$ cat src/design/pfbc_pkg.sv
// Purpose: shared constants for the parallel flash bus controller
// Assumes: 200 MHz pclk, APB slave register port
// Notes:   timing figures in ns, cycle counts derived from them
package pfbc_pkg;
   // clock
   localparam int unsigned CLK_PERIOD_NS = 5;
   // flash timing figures (ns), plain defaults
   localparam int unsigned ADDRESS_ACCESS_TIME_NS   = 70;
   localparam int unsigned WRITE_PULSE_NS           = 35;
   localparam int unsigned WRITE_HIGH_NS            = 30;
   localparam int unsigned RESET_PULSE_MIN_WIDTH_NS = 500;
   localparam int unsigned RESET_HIGH_TO_READ_NS    = 50;
   // least times round up
   localparam int unsigned ACC_CYC = (ADDRESS_ACCESS_TIME_NS + CLK_PERIOD_NS - 1) / CLK_PERIOD_NS;
   localparam int unsigned WP_CYC  = (WRITE_PULSE_NS + CLK_PERIOD_NS - 1) / CLK_PERIOD_NS;
   localparam int unsigned WPH_CYC = (WRITE_HIGH_NS + CLK_PERIOD_NS - 1) / CLK_PERIOD_NS;
   localparam int unsigned RP_CYC  = (RESET_PULSE_MIN_WIDTH_NS + CLK_PERIOD_NS - 1) / CLK_PERIOD_NS;
   localparam int unsigned RH_CYC  = (RESET_HIGH_TO_READ_NS + CLK_PERIOD_NS - 1) / CLK_PERIOD_NS;
   // register offsets
   localparam logic [7:0] REG_CTRL   = 8'h00;
   localparam logic [7:0] REG_ADDR   = 8'h04;
   localparam logic [7:0] REG_WDATA  = 8'h08;
   localparam logic [7:0] REG_RDATA  = 8'h0C;
   localparam logic [7:0] REG_STATUS = 8'h10;
   localparam logic [7:0] REG_SECTOR = 8'h14;
   // ctrl fields
   localparam int unsigned CTRL_GO    = 0;
   localparam int unsigned CTRL_WRITE = 1;
   localparam int unsigned CTRL_RESET = 2;
   localparam int unsigned CTRL_WORD  = 3;
   localparam int unsigned CTRL_TOPB  = 4;
   // status fields
   localparam int unsigned STAT_BUSY  = 0;
   localparam int unsigned STAT_RDY   = 1;
   localparam int unsigned STAT_CWORD = 2;
   localparam int unsigned STAT_CNT   = 8;
   // ctrl reset value: word mode, top boot
   localparam logic [4:0] CTRL_RST = 5'h18;
   // sector decode patterns
   localparam logic [2:0] SEC_ALL_ONE  = 3'h7;
   localparam logic [2:0] SEC_ALL_ZERO = 3'h0;
   typedef enum logic [2:0] {
      PFBC_IDLE  = 3'b000,
      PFBC_SETUP = 3'b001,
      PFBC_READ  = 3'b010,
      PFBC_WRLO  = 3'b011,
      PFBC_WRHI  = 3'b100,
      PFBC_RSTLO = 3'b101,
      PFBC_RSTHI = 3'b110
   } pfbc_state_type;
endpackage : pfbc_pkg

$ cat src/design/pfbc_sync.sv
// Purpose: two flop synchroniser for one pin level
// Assumes: input from outside the pclk domain
// Notes:   first flop read only by the second
`timescale 1ns/100ps
`default_nettype none
module pfbc_sync #(
   parameter logic RST_VAL = 1'b0
) (
   // clock and reset
   input  wire logic pclk,
   input  wire logic presetn,
   // level in and out
   input  wire logic din,
   output logic      dout
);
   logic meta_ff; // first stage
   // two stage capture
   always_ff @(posedge pclk or negedge presetn) begin
      if (!presetn) begin
         meta_ff <= RST_VAL;
         dout    <= RST_VAL;
      end else begin
         meta_ff <= din;
         dout    <= meta_ff;
      end
   end
endmodule : pfbc_sync
`default_nettype wire

$ cat src/design/pfbc_ctrl.sv
// Purpose: host controller driving a parallel flash through its pins
// Assumes: APB slave for orders; flash pins asynchronous to pclk
// Notes:   one access at a time; software issues command sequences
//
// How it works
// - read: chip and output enable low, write high
// - write: write and chip enable low, output high
// - bypass program needs two writes, not four
// - software restarts operations cut by reset
// - wait recovery time after reset before read
//
// Implementation choices: the APB slave port and the register addresses.
`timescale 1ns/100ps
`default_nettype none
module pfbc_ctrl
   import pfbc_pkg::*;
#(
   parameter int unsigned ADDR_W = 18
) (
   // apb slave
   input  wire logic        pclk,
   input  wire logic        presetn,
   input  wire logic        psel,
   input  wire logic        penable,
   input  wire logic        pwrite,
   input  wire logic [7:0]  paddr,
   input  wire logic [31:0] pwdata,
   output logic [31:0]      prdata,
   output logic             pready,
   output logic             pslverr,
   // flash control pins
   output logic             flash_ce_n,
   output logic             flash_oe_n,
   output logic             flash_we_n,
   output logic             flash_reset_n,
   output logic             flash_byte_n,
   output logic [ADDR_W-1:0] flash_addr,
   // flash data lines, three signals each
   input  wire logic [15:0] data_lines_i,
   output logic [15:0]      data_lines_o,
   output logic [15:0]      data_lines_oe,
   // ready busy from flash
   input  wire logic        ready_busy_n
);
   // sector decode is fixed to an 18 bit word address, refuse anything else
   if (ADDR_W != 18) begin : g_bad_addr_w
      $error("pfbc_ctrl: address decode needs 18 bits");
   end

   pfbc_state_type state_ff;           // access sequencer
   logic [9:0]     cnt_ff;             // phase timer
   logic [4:0]     ctrl_ff;            // mode bits
   logic [ADDR_W:0] addr_ff;           // address incl. A-1 at bit 0
   logic [15:0]    wdata_ff;           // write data
   logic [15:0]    rdata_ff;           // captured read data
   logic [15:0]    done_cnt_ff;        // completed accesses
   logic [15:0]    dq_s;               // synchronised data lines
   logic           rb_s;               // synchronised ready busy
   logic           go;                 // start strobe from apb
   logic           wr_acc;             // apb write access phase
   logic [3:0]     sector;             // decoded sector number
   logic [2:0]     hi3;                // address bits 17..15
   logic           word_m;             // word configuration

   // synchronise every flash pin input
   for (genvar i = 0; i < 16; i++) begin : g_dq
      pfbc_sync #(.RST_VAL(1'b0)) u_dq (
         .pclk(pclk), .presetn(presetn), .din(data_lines_i[i]), .dout(dq_s[i]));
   end
   pfbc_sync #(.RST_VAL(1'b1)) u_rb (
      .pclk(pclk), .presetn(presetn), .din(ready_busy_n), .dout(rb_s));

   assign wr_acc = psel & penable & pwrite;
   assign go     = wr_acc && paddr == REG_CTRL && pwdata[CTRL_GO];
   assign word_m = ctrl_ff[CTRL_WORD];

   // sector decode, word address bits 17..12 at addr_ff[18:13]
   assign hi3 = addr_ff[18:16];
   always_comb begin
      sector = 4'h0;
      if (ctrl_ff[CTRL_TOPB]) begin
         if (hi3 != SEC_ALL_ONE)        sector = {1'b0, hi3};
         else if (!addr_ff[15])         sector = 4'h7;
         else if (!addr_ff[14])         sector = addr_ff[13] ? 4'h9 : 4'h8;
         else                           sector = 4'hA;
      end else begin
         if (hi3 != SEC_ALL_ZERO)       sector = {1'b0, hi3} + 4'h3;
         else if (addr_ff[15])          sector = 4'h3;
         else if (addr_ff[14])          sector = addr_ff[13] ? 4'h2 : 4'h1;
         else                           sector = 4'h0;
      end
   end

   // apb never stalls; unmapped reads zero without error
   always_ff @(posedge pclk or negedge presetn) begin
      if (!presetn) begin
         pready  <= 1'b1;
         pslverr <= 1'b0;
      end else begin
         pready  <= 1'b1;
         pslverr <= 1'b0;
      end
   end

   // software registers; writes refused while an access runs
   always_ff @(posedge pclk or negedge presetn) begin
      if (!presetn) begin
         ctrl_ff  <= CTRL_RST;
         addr_ff  <= '0;
         wdata_ff <= 16'h0000;
      end else if (wr_acc && state_ff == PFBC_IDLE) begin
         unique case (paddr)
            REG_CTRL:  ctrl_ff  <= pwdata[4:0];
            REG_ADDR:  addr_ff  <= pwdata[ADDR_W:0];
            REG_WDATA: wdata_ff <= pwdata[15:0];
            default:   ;
         endcase
      end
   end

   // read mux
   always_ff @(posedge pclk or negedge presetn) begin
      if (!presetn) begin
         prdata <= 32'h0000_0000;
      end else if (psel && !penable && !pwrite) begin
         unique case (paddr)
            REG_CTRL:   prdata <= {27'h0, ctrl_ff};
            REG_ADDR:   prdata <= {13'h0, addr_ff};
            REG_WDATA:  prdata <= {16'h0, wdata_ff};
            REG_RDATA:  prdata <= {16'h0, rdata_ff};
            // done count sits at STAT_CNT, flags in the low bits
            REG_STATUS: prdata <= {8'h00, done_cnt_ff, 5'h00, word_m, rb_s,
                                   state_ff != PFBC_IDLE};
            REG_SECTOR: prdata <= {28'h0, sector};
            default:    prdata <= 32'h0000_0000;
         endcase
      end
   end

   // access sequencer
   always_ff @(posedge pclk or negedge presetn) begin
      if (!presetn) begin
         state_ff    <= PFBC_IDLE;
         cnt_ff      <= '0;
         done_cnt_ff <= 16'h0000;
         rdata_ff    <= 16'h0000;
      end else begin
         unique case (state_ff)
            PFBC_IDLE: if (go) begin
               cnt_ff   <= 10'(ACC_CYC);
               state_ff <= pwdata[CTRL_RESET] ? PFBC_RSTLO
                         : pwdata[CTRL_WRITE] ? PFBC_SETUP : PFBC_READ;
               if (pwdata[CTRL_RESET]) cnt_ff <= 10'(RP_CYC);
               // one go gives one bus write cycle; bypass program is two gos
               if (pwdata[CTRL_WRITE]) cnt_ff <= 10'(WPH_CYC);
            end
            PFBC_SETUP: if (cnt_ff == 0) begin  // address setup before strobe
               state_ff <= PFBC_WRLO;
               cnt_ff   <= 10'(WP_CYC);
            end else cnt_ff <= cnt_ff - 10'd1;
            PFBC_READ: if (cnt_ff == 0) begin
               rdata_ff    <= word_m ? dq_s : {8'h00, dq_s[7:0]};
               done_cnt_ff <= done_cnt_ff + 16'd1;
               state_ff    <= PFBC_IDLE;
            end else cnt_ff <= cnt_ff - 10'd1;
            PFBC_WRLO: if (cnt_ff == 0) begin
               state_ff <= PFBC_WRHI;
               cnt_ff   <= 10'(WPH_CYC);
            end else cnt_ff <= cnt_ff - 10'd1;
            PFBC_WRHI: if (cnt_ff == 0) begin
               done_cnt_ff <= done_cnt_ff + 16'd1;
               state_ff    <= PFBC_IDLE;
            end else cnt_ff <= cnt_ff - 10'd1;
            PFBC_RSTLO: if (cnt_ff == 0) begin
               state_ff <= PFBC_RSTHI;
               cnt_ff   <= 10'(RH_CYC);
            end else cnt_ff <= cnt_ff - 10'd1;
            // idle only once the flash can take a restarted command
            PFBC_RSTHI: if (cnt_ff == 0 && rb_s) begin
               done_cnt_ff <= done_cnt_ff + 16'd1;
               state_ff    <= PFBC_IDLE;
            end else if (cnt_ff != 0) cnt_ff <= cnt_ff - 10'd1;
            default: state_ff <= PFBC_IDLE;
         endcase
      end
   end

   // pin drive, registered from state
   always_ff @(posedge pclk or negedge presetn) begin
      if (!presetn) begin
         flash_ce_n    <= 1'b1;
         flash_oe_n    <= 1'b1;
         flash_we_n    <= 1'b1;
         flash_reset_n <= 1'b1;
         flash_byte_n  <= 1'b1;
         flash_addr    <= '0;
         data_lines_o  <= 16'h0000;
         data_lines_oe <= 16'h0000;
      end else begin
         // address held after access lets flash sleep
         flash_addr    <= addr_ff[ADDR_W:1];
         flash_byte_n  <= word_m;
         // chip enable spans write high too, so the strobe rise latches data
         flash_ce_n    <= !(state_ff inside {PFBC_READ, PFBC_SETUP, PFBC_WRLO,
                                             PFBC_WRHI});
         flash_oe_n    <= state_ff != PFBC_READ;
         flash_we_n    <= state_ff != PFBC_WRLO;
         flash_reset_n <= state_ff != PFBC_RSTLO;
         // write data: word or byte, top line carries A-1 in byte mode
         data_lines_o  <= word_m ? wdata_ff : {addr_ff[0], 7'h00, wdata_ff[7:0]};
         if (state_ff inside {PFBC_SETUP, PFBC_WRLO, PFBC_WRHI})
            data_lines_oe <= word_m ? 16'hFFFF : 16'h80FF;
         else
            data_lines_oe <= word_m ? 16'h0000 : 16'h8000;
      end
   end
endmodule : pfbc_ctrl
`default_nettype wire

$ cat config.mk
export PLATFORM = sky130hd
export DESIGN_NAME = pfbc_ctrl
export DESIGN_NICKNAME = d
export VERILOG_FILES = /design/src/design/pfbc_pkg.sv /design/src/design/pfbc_sync.sv /design/src/design/pfbc_ctrl.sv
export SDC_FILE = /design/constraint.sdc
export NUM_CORES = 1
export LEC_CHECK = 0
export BUFFER_PORTS_ARGS = -buffer_cell sky130_fd_sc_hd__buf_4
export CAP_MARGIN = 20
export CORE_ASPECT_RATIO = 1.25
export CORE_UTILIZATION = 46
export DETAILED_ROUTE_END_ITERATION = 16
export PLACE_DENSITY = 0.71
export RECOVER_POWER = 100
export SLEW_MARGIN = 15
export SYNTH_ARGS = -nofsm -noshare
export SYNTH_HDL_FRONTEND = slang
export SYNTH_HIERARCHICAL = 1
export SYNTH_SLANG_ARGS = --single-unit
export TNS_END_PERCENT = 20
$ cat constraint.sdc
create_clock -name pclk -period 2.4 [get_ports pclk]
set_clock_uncertainty 0.2 [all_clocks]
set_input_delay 0 -clock pclk [delete_from_list [all_inputs] [get_ports pclk]]
set_output_delay 0 -clock pclk [all_outputs]
set_load 0.03 [all_outputs]
==> results.cfg <==
[worst_setup_path]
crit_path_max_incr_delay_ps = 380
cp-start-kind = flop
arrival_ps = 2460
r2r_setup_slack_ps = 60
reg2reg_from = cnt_ff[1]
path_class = reg2reg
r2r_end = cnt_ff[9]
cp.required_ps = 2520
crit_fanout = 6
crit_slowest_cell = dfrtp_1
end_kind = flop
cp_cell_sequence = inv_2 > ha_1 > nor4b_4 > clkbuf_4 > a41oi_1 > o22ai_2 > or2_1 > clkbuf_2 > a211o_1
ff2ff_path_depth = 9

[floorplan]
die_area_um2 = 17300
core_area_um2 = 16300
num_io_pins = 151
die_x_um = 118
num_rows = 52
start_util_pct = 47.4
die_y_um = 147

[detailed_routing]
wl_met3_um = 795
drt-met1-wl_um = 7890
routed_via_density = 5.36
wl_um = 18800
top_layer_used = met4
wl_met2_um = 9630
vias = 5622
wl_per_cell_um = 17.9
dr.pass1.iters = 5
drt_iter0_markers = 457
ant_nets = 0
drc = 0

[sta]
timing.fmax_mhz = 427
finalHoldViolCount = 0
maxSlewViolCount = 0
setup_tns_ps = 0
slew_headroom_pct = 25.6
period_minus_slack_ps = 2340
fin_crit_sh_pct = 97.6
worst_pin_slew_ps = 1120
setup_viol = 0

[cts]
cts_buffers = 17
htree_levels = 4
clock-sinks = 185
clock_tree.root_cell = clkbuf_16
clk_path_buf_depth = 2
cts_tree = yes
path_clk_slew_ps = 70
clkLatencyLatePin_ps = 430

[grt]
grt_max_degree = 81
antenna_found_initial = 0
grt_pass1_vias = 5706
grt_first_pass_wirelength_um = 30300
gr-total-overflow = 0
grt_use_total_pct = 22.9

[placement]
numPortBuffers = 127
post-dp-hpwl_um = 12800
gp_congestion = 0.796

[pwr]
p_per_area_nw_per_um2 = 640
ir_drop_mv = 0.478
power.leakage_nw = 4.51

[logic_synthesis]
synth-async-reset-ratio_pct = 100
syn_inst = 619
yosysSeqAreaShare_pct = 60.2
yosysUniqueCellTypes = 67
mappedNetlistArea_um2 = 7710
synth_area_per_cell_um2 = 12.4
ys_warn_count = 6
ys_ff_latch = 185
synth-edff-count = 0
ys.flop_type = dfrtp_1

[run]
max_cap_violations = 0

[final_layout]
nNetsFinal = 887
fin_util_pct = 60.6
area_delta_synth_final_pct = 28.0
final_layout_size_suffix_gt1_share_pct = 24.9
n_antenna_cell = 0

[status]
status = complete, no violations

[hold_path]
min_to = u_rb/meta_ff
hp-class = in2reg
min_from = ready_busy_n
hold_depth = 2
-- cell usage after synthesis, types with 3 or more instances --
cell       number  area share [%]
a22o_1         13             1.5
mux2i_1         4            0.52
nand4_1         6            0.49
a31oi_1         3            0.24
o21ai_0        40             2.6
buf_1           4            0.19
a22oi_1        16             1.6
and3_1          6            0.49
xnor2_1        13             1.5
buf_2           7            0.45
dfrtp_1       176              57
nand2b_1        5            0.41
and2_1         10            0.81
nor2b_1         5            0.41
a211o_1         4            0.45
inv_1          13            0.63
dfstp_2         9             3.1
nand3_1        14            0.91
ha_1            6            0.97
nor4_4          4             1.1
nor2_1         22             1.1
a21oi_1        10            0.65
buf_4          24             2.3
nand2_1        60             2.9
mux2_2         63             9.2
clkbuf_1       15            0.73
xor2_1          4            0.45
nor4_1          6            0.49
o2bb2ai_1       3            0.34
nor3_1          6            0.39
-- area by class of cell --
type	count	area, um2
Sequential cell	185	4640
Inverter	13	48.8
Multi-Input combinational cell	377	2750
Clock inverter	15	200
Timing Repair Buffer	225	1520
Clock buffer	17	425
Fill cell	1378	6400
Tap cell	216	270
-- power breakdown --
part	total, W	internal [W]	switching (W)
clock network	0.00285	0.00151	0.00134
logic	0.000309	0.000135	0.000174
registers	0.00315	0.00315	0.00000795
-- worst max path at each step --
stage | start | to | slack [ps] | cells past startpoint
finish | cnt_ff[1] | cnt_ff[9] | 60 | 9
global route | cnt_ff[1] | cnt_ff[0] | -30 | 9
CTS | paddr[7] | prdata[3] | 3 | 8
detailed placement | cnt_ff[1] | done_cnt_ff[5] | 90 | 8
global placement | cnt_ff[1] | done_cnt_ff[5] | 130 | 8
floorplan | state_ff[1] | wdata_ff[10] | 20 | 7
-- worst max-delay path, delay by kind of cell (launching register included) --
family | cells | cell delay [ps]
AO/OA/AOI/OAI | 3 | 660
adder cells (fa/ha/maj) | 1 | 170
buffers and inverters | 3 | 400
flip-flops | 1 | 380
AND/OR/NAND/NOR | 2 | 410
-- cells in the final DEF, fill, tap and decap left out, types with 5 or more instances in the layout --
master,Yosys,final
inv_1,13,11
dfstp_2,9,9
nor4_1,6,6
dfrtp_1,176,176
and2_0,0,6
a22o_1,13,13
buf_4,24,51
clkbuf_4,0,23
ha_1,6,6
mux2_2,63,62
dlygate4sd3_1,0,60
a22oi_1,16,16
nand4_1,6,6
nand2_1,60,60
and3_1,6,5
clkinv_8,0,6
a21oi_1,10,10
conb_1,2,10
nand2b_1,5,5
o21ai_0,40,39
clkbuf_16,0,17
nor2_1,22,22
nor2b_1,5,5
xnor2_1,13,13
clkbuf_2,0,7
nand3_1,14,14
clkbuf_1,15,83
nor3_1,6,5
-- timing repair --
action	CTS	global route
hold buffers	61	0
setup buffers	0	3
gates resized for setup	0	5
hold endpoints to repair	257	0
endpoints found under the setup margin	0	4
-- state kept, by name, indices dropped and copies added, names as in the netlist --
name	cells
prdata	24
addr_ff	19
flash_addr	18
data_lines_o	16
done_cnt_ff	16
g_dq.u_dq/dout	16
g_dq.u_dq/meta_ff	16
rdata_ff	16
wdata_ff	16
cnt_ff	10
ctrl_ff	5
data_lines_oe	3
state_ff	3
flash_byte_n	1
flash_ce_n	1
flash_oe_n	1
flash_reset_n	1
flash_we_n	1
u_rb/dout	1
u_rb/meta_ff	1
-- metal layers --
layer  global-route usage (%)  vias to the layer above
met5                        0                        -
met4                     8.78                        0
met3                     4.81                       40
met2                     38.9                      188
met1                     28.8                     2824
li1                         -                     2570
-- logic make-up (layout without fill, tap and decap cells) --
group	count (synthesis)	in the layout	share of synthesized area [%]
other	2	10	0.0975
multiplexers	70	70	10.5
XOR/XNOR	17	17	1.93
flip-flops	185	185	60.2
adder cells (fa/ha/maj)	6	6	0.974
AO/OA/AOI/OAI	112	112	10.0
AND/OR/NAND/NOR	162	162	11.6
buffers and inverters	65	270	4.64
-- through the flow --
step / setup slack, ps / instance area [um2] / std cells / power, W / hold slack [ps]
detailed placement: 94.0 / 8960 / 952 / 0.00346 / -227
CTS: 2.59 / 10200 / 1045 / 0.00639 / 5.05
finish: 57.0 / 9860 / 1048 / 0.00631 / 33.7
global placement: 131 / 8960 / 952 / 0.00345 / -238
global route: -32.5 / 9860 / 1048 / 0.00654 / 22.5
floorplan: 16.2 / 7740 / 627 / 0.00330 / -496
Note: power is estimated with default switching activity, not from simulation.
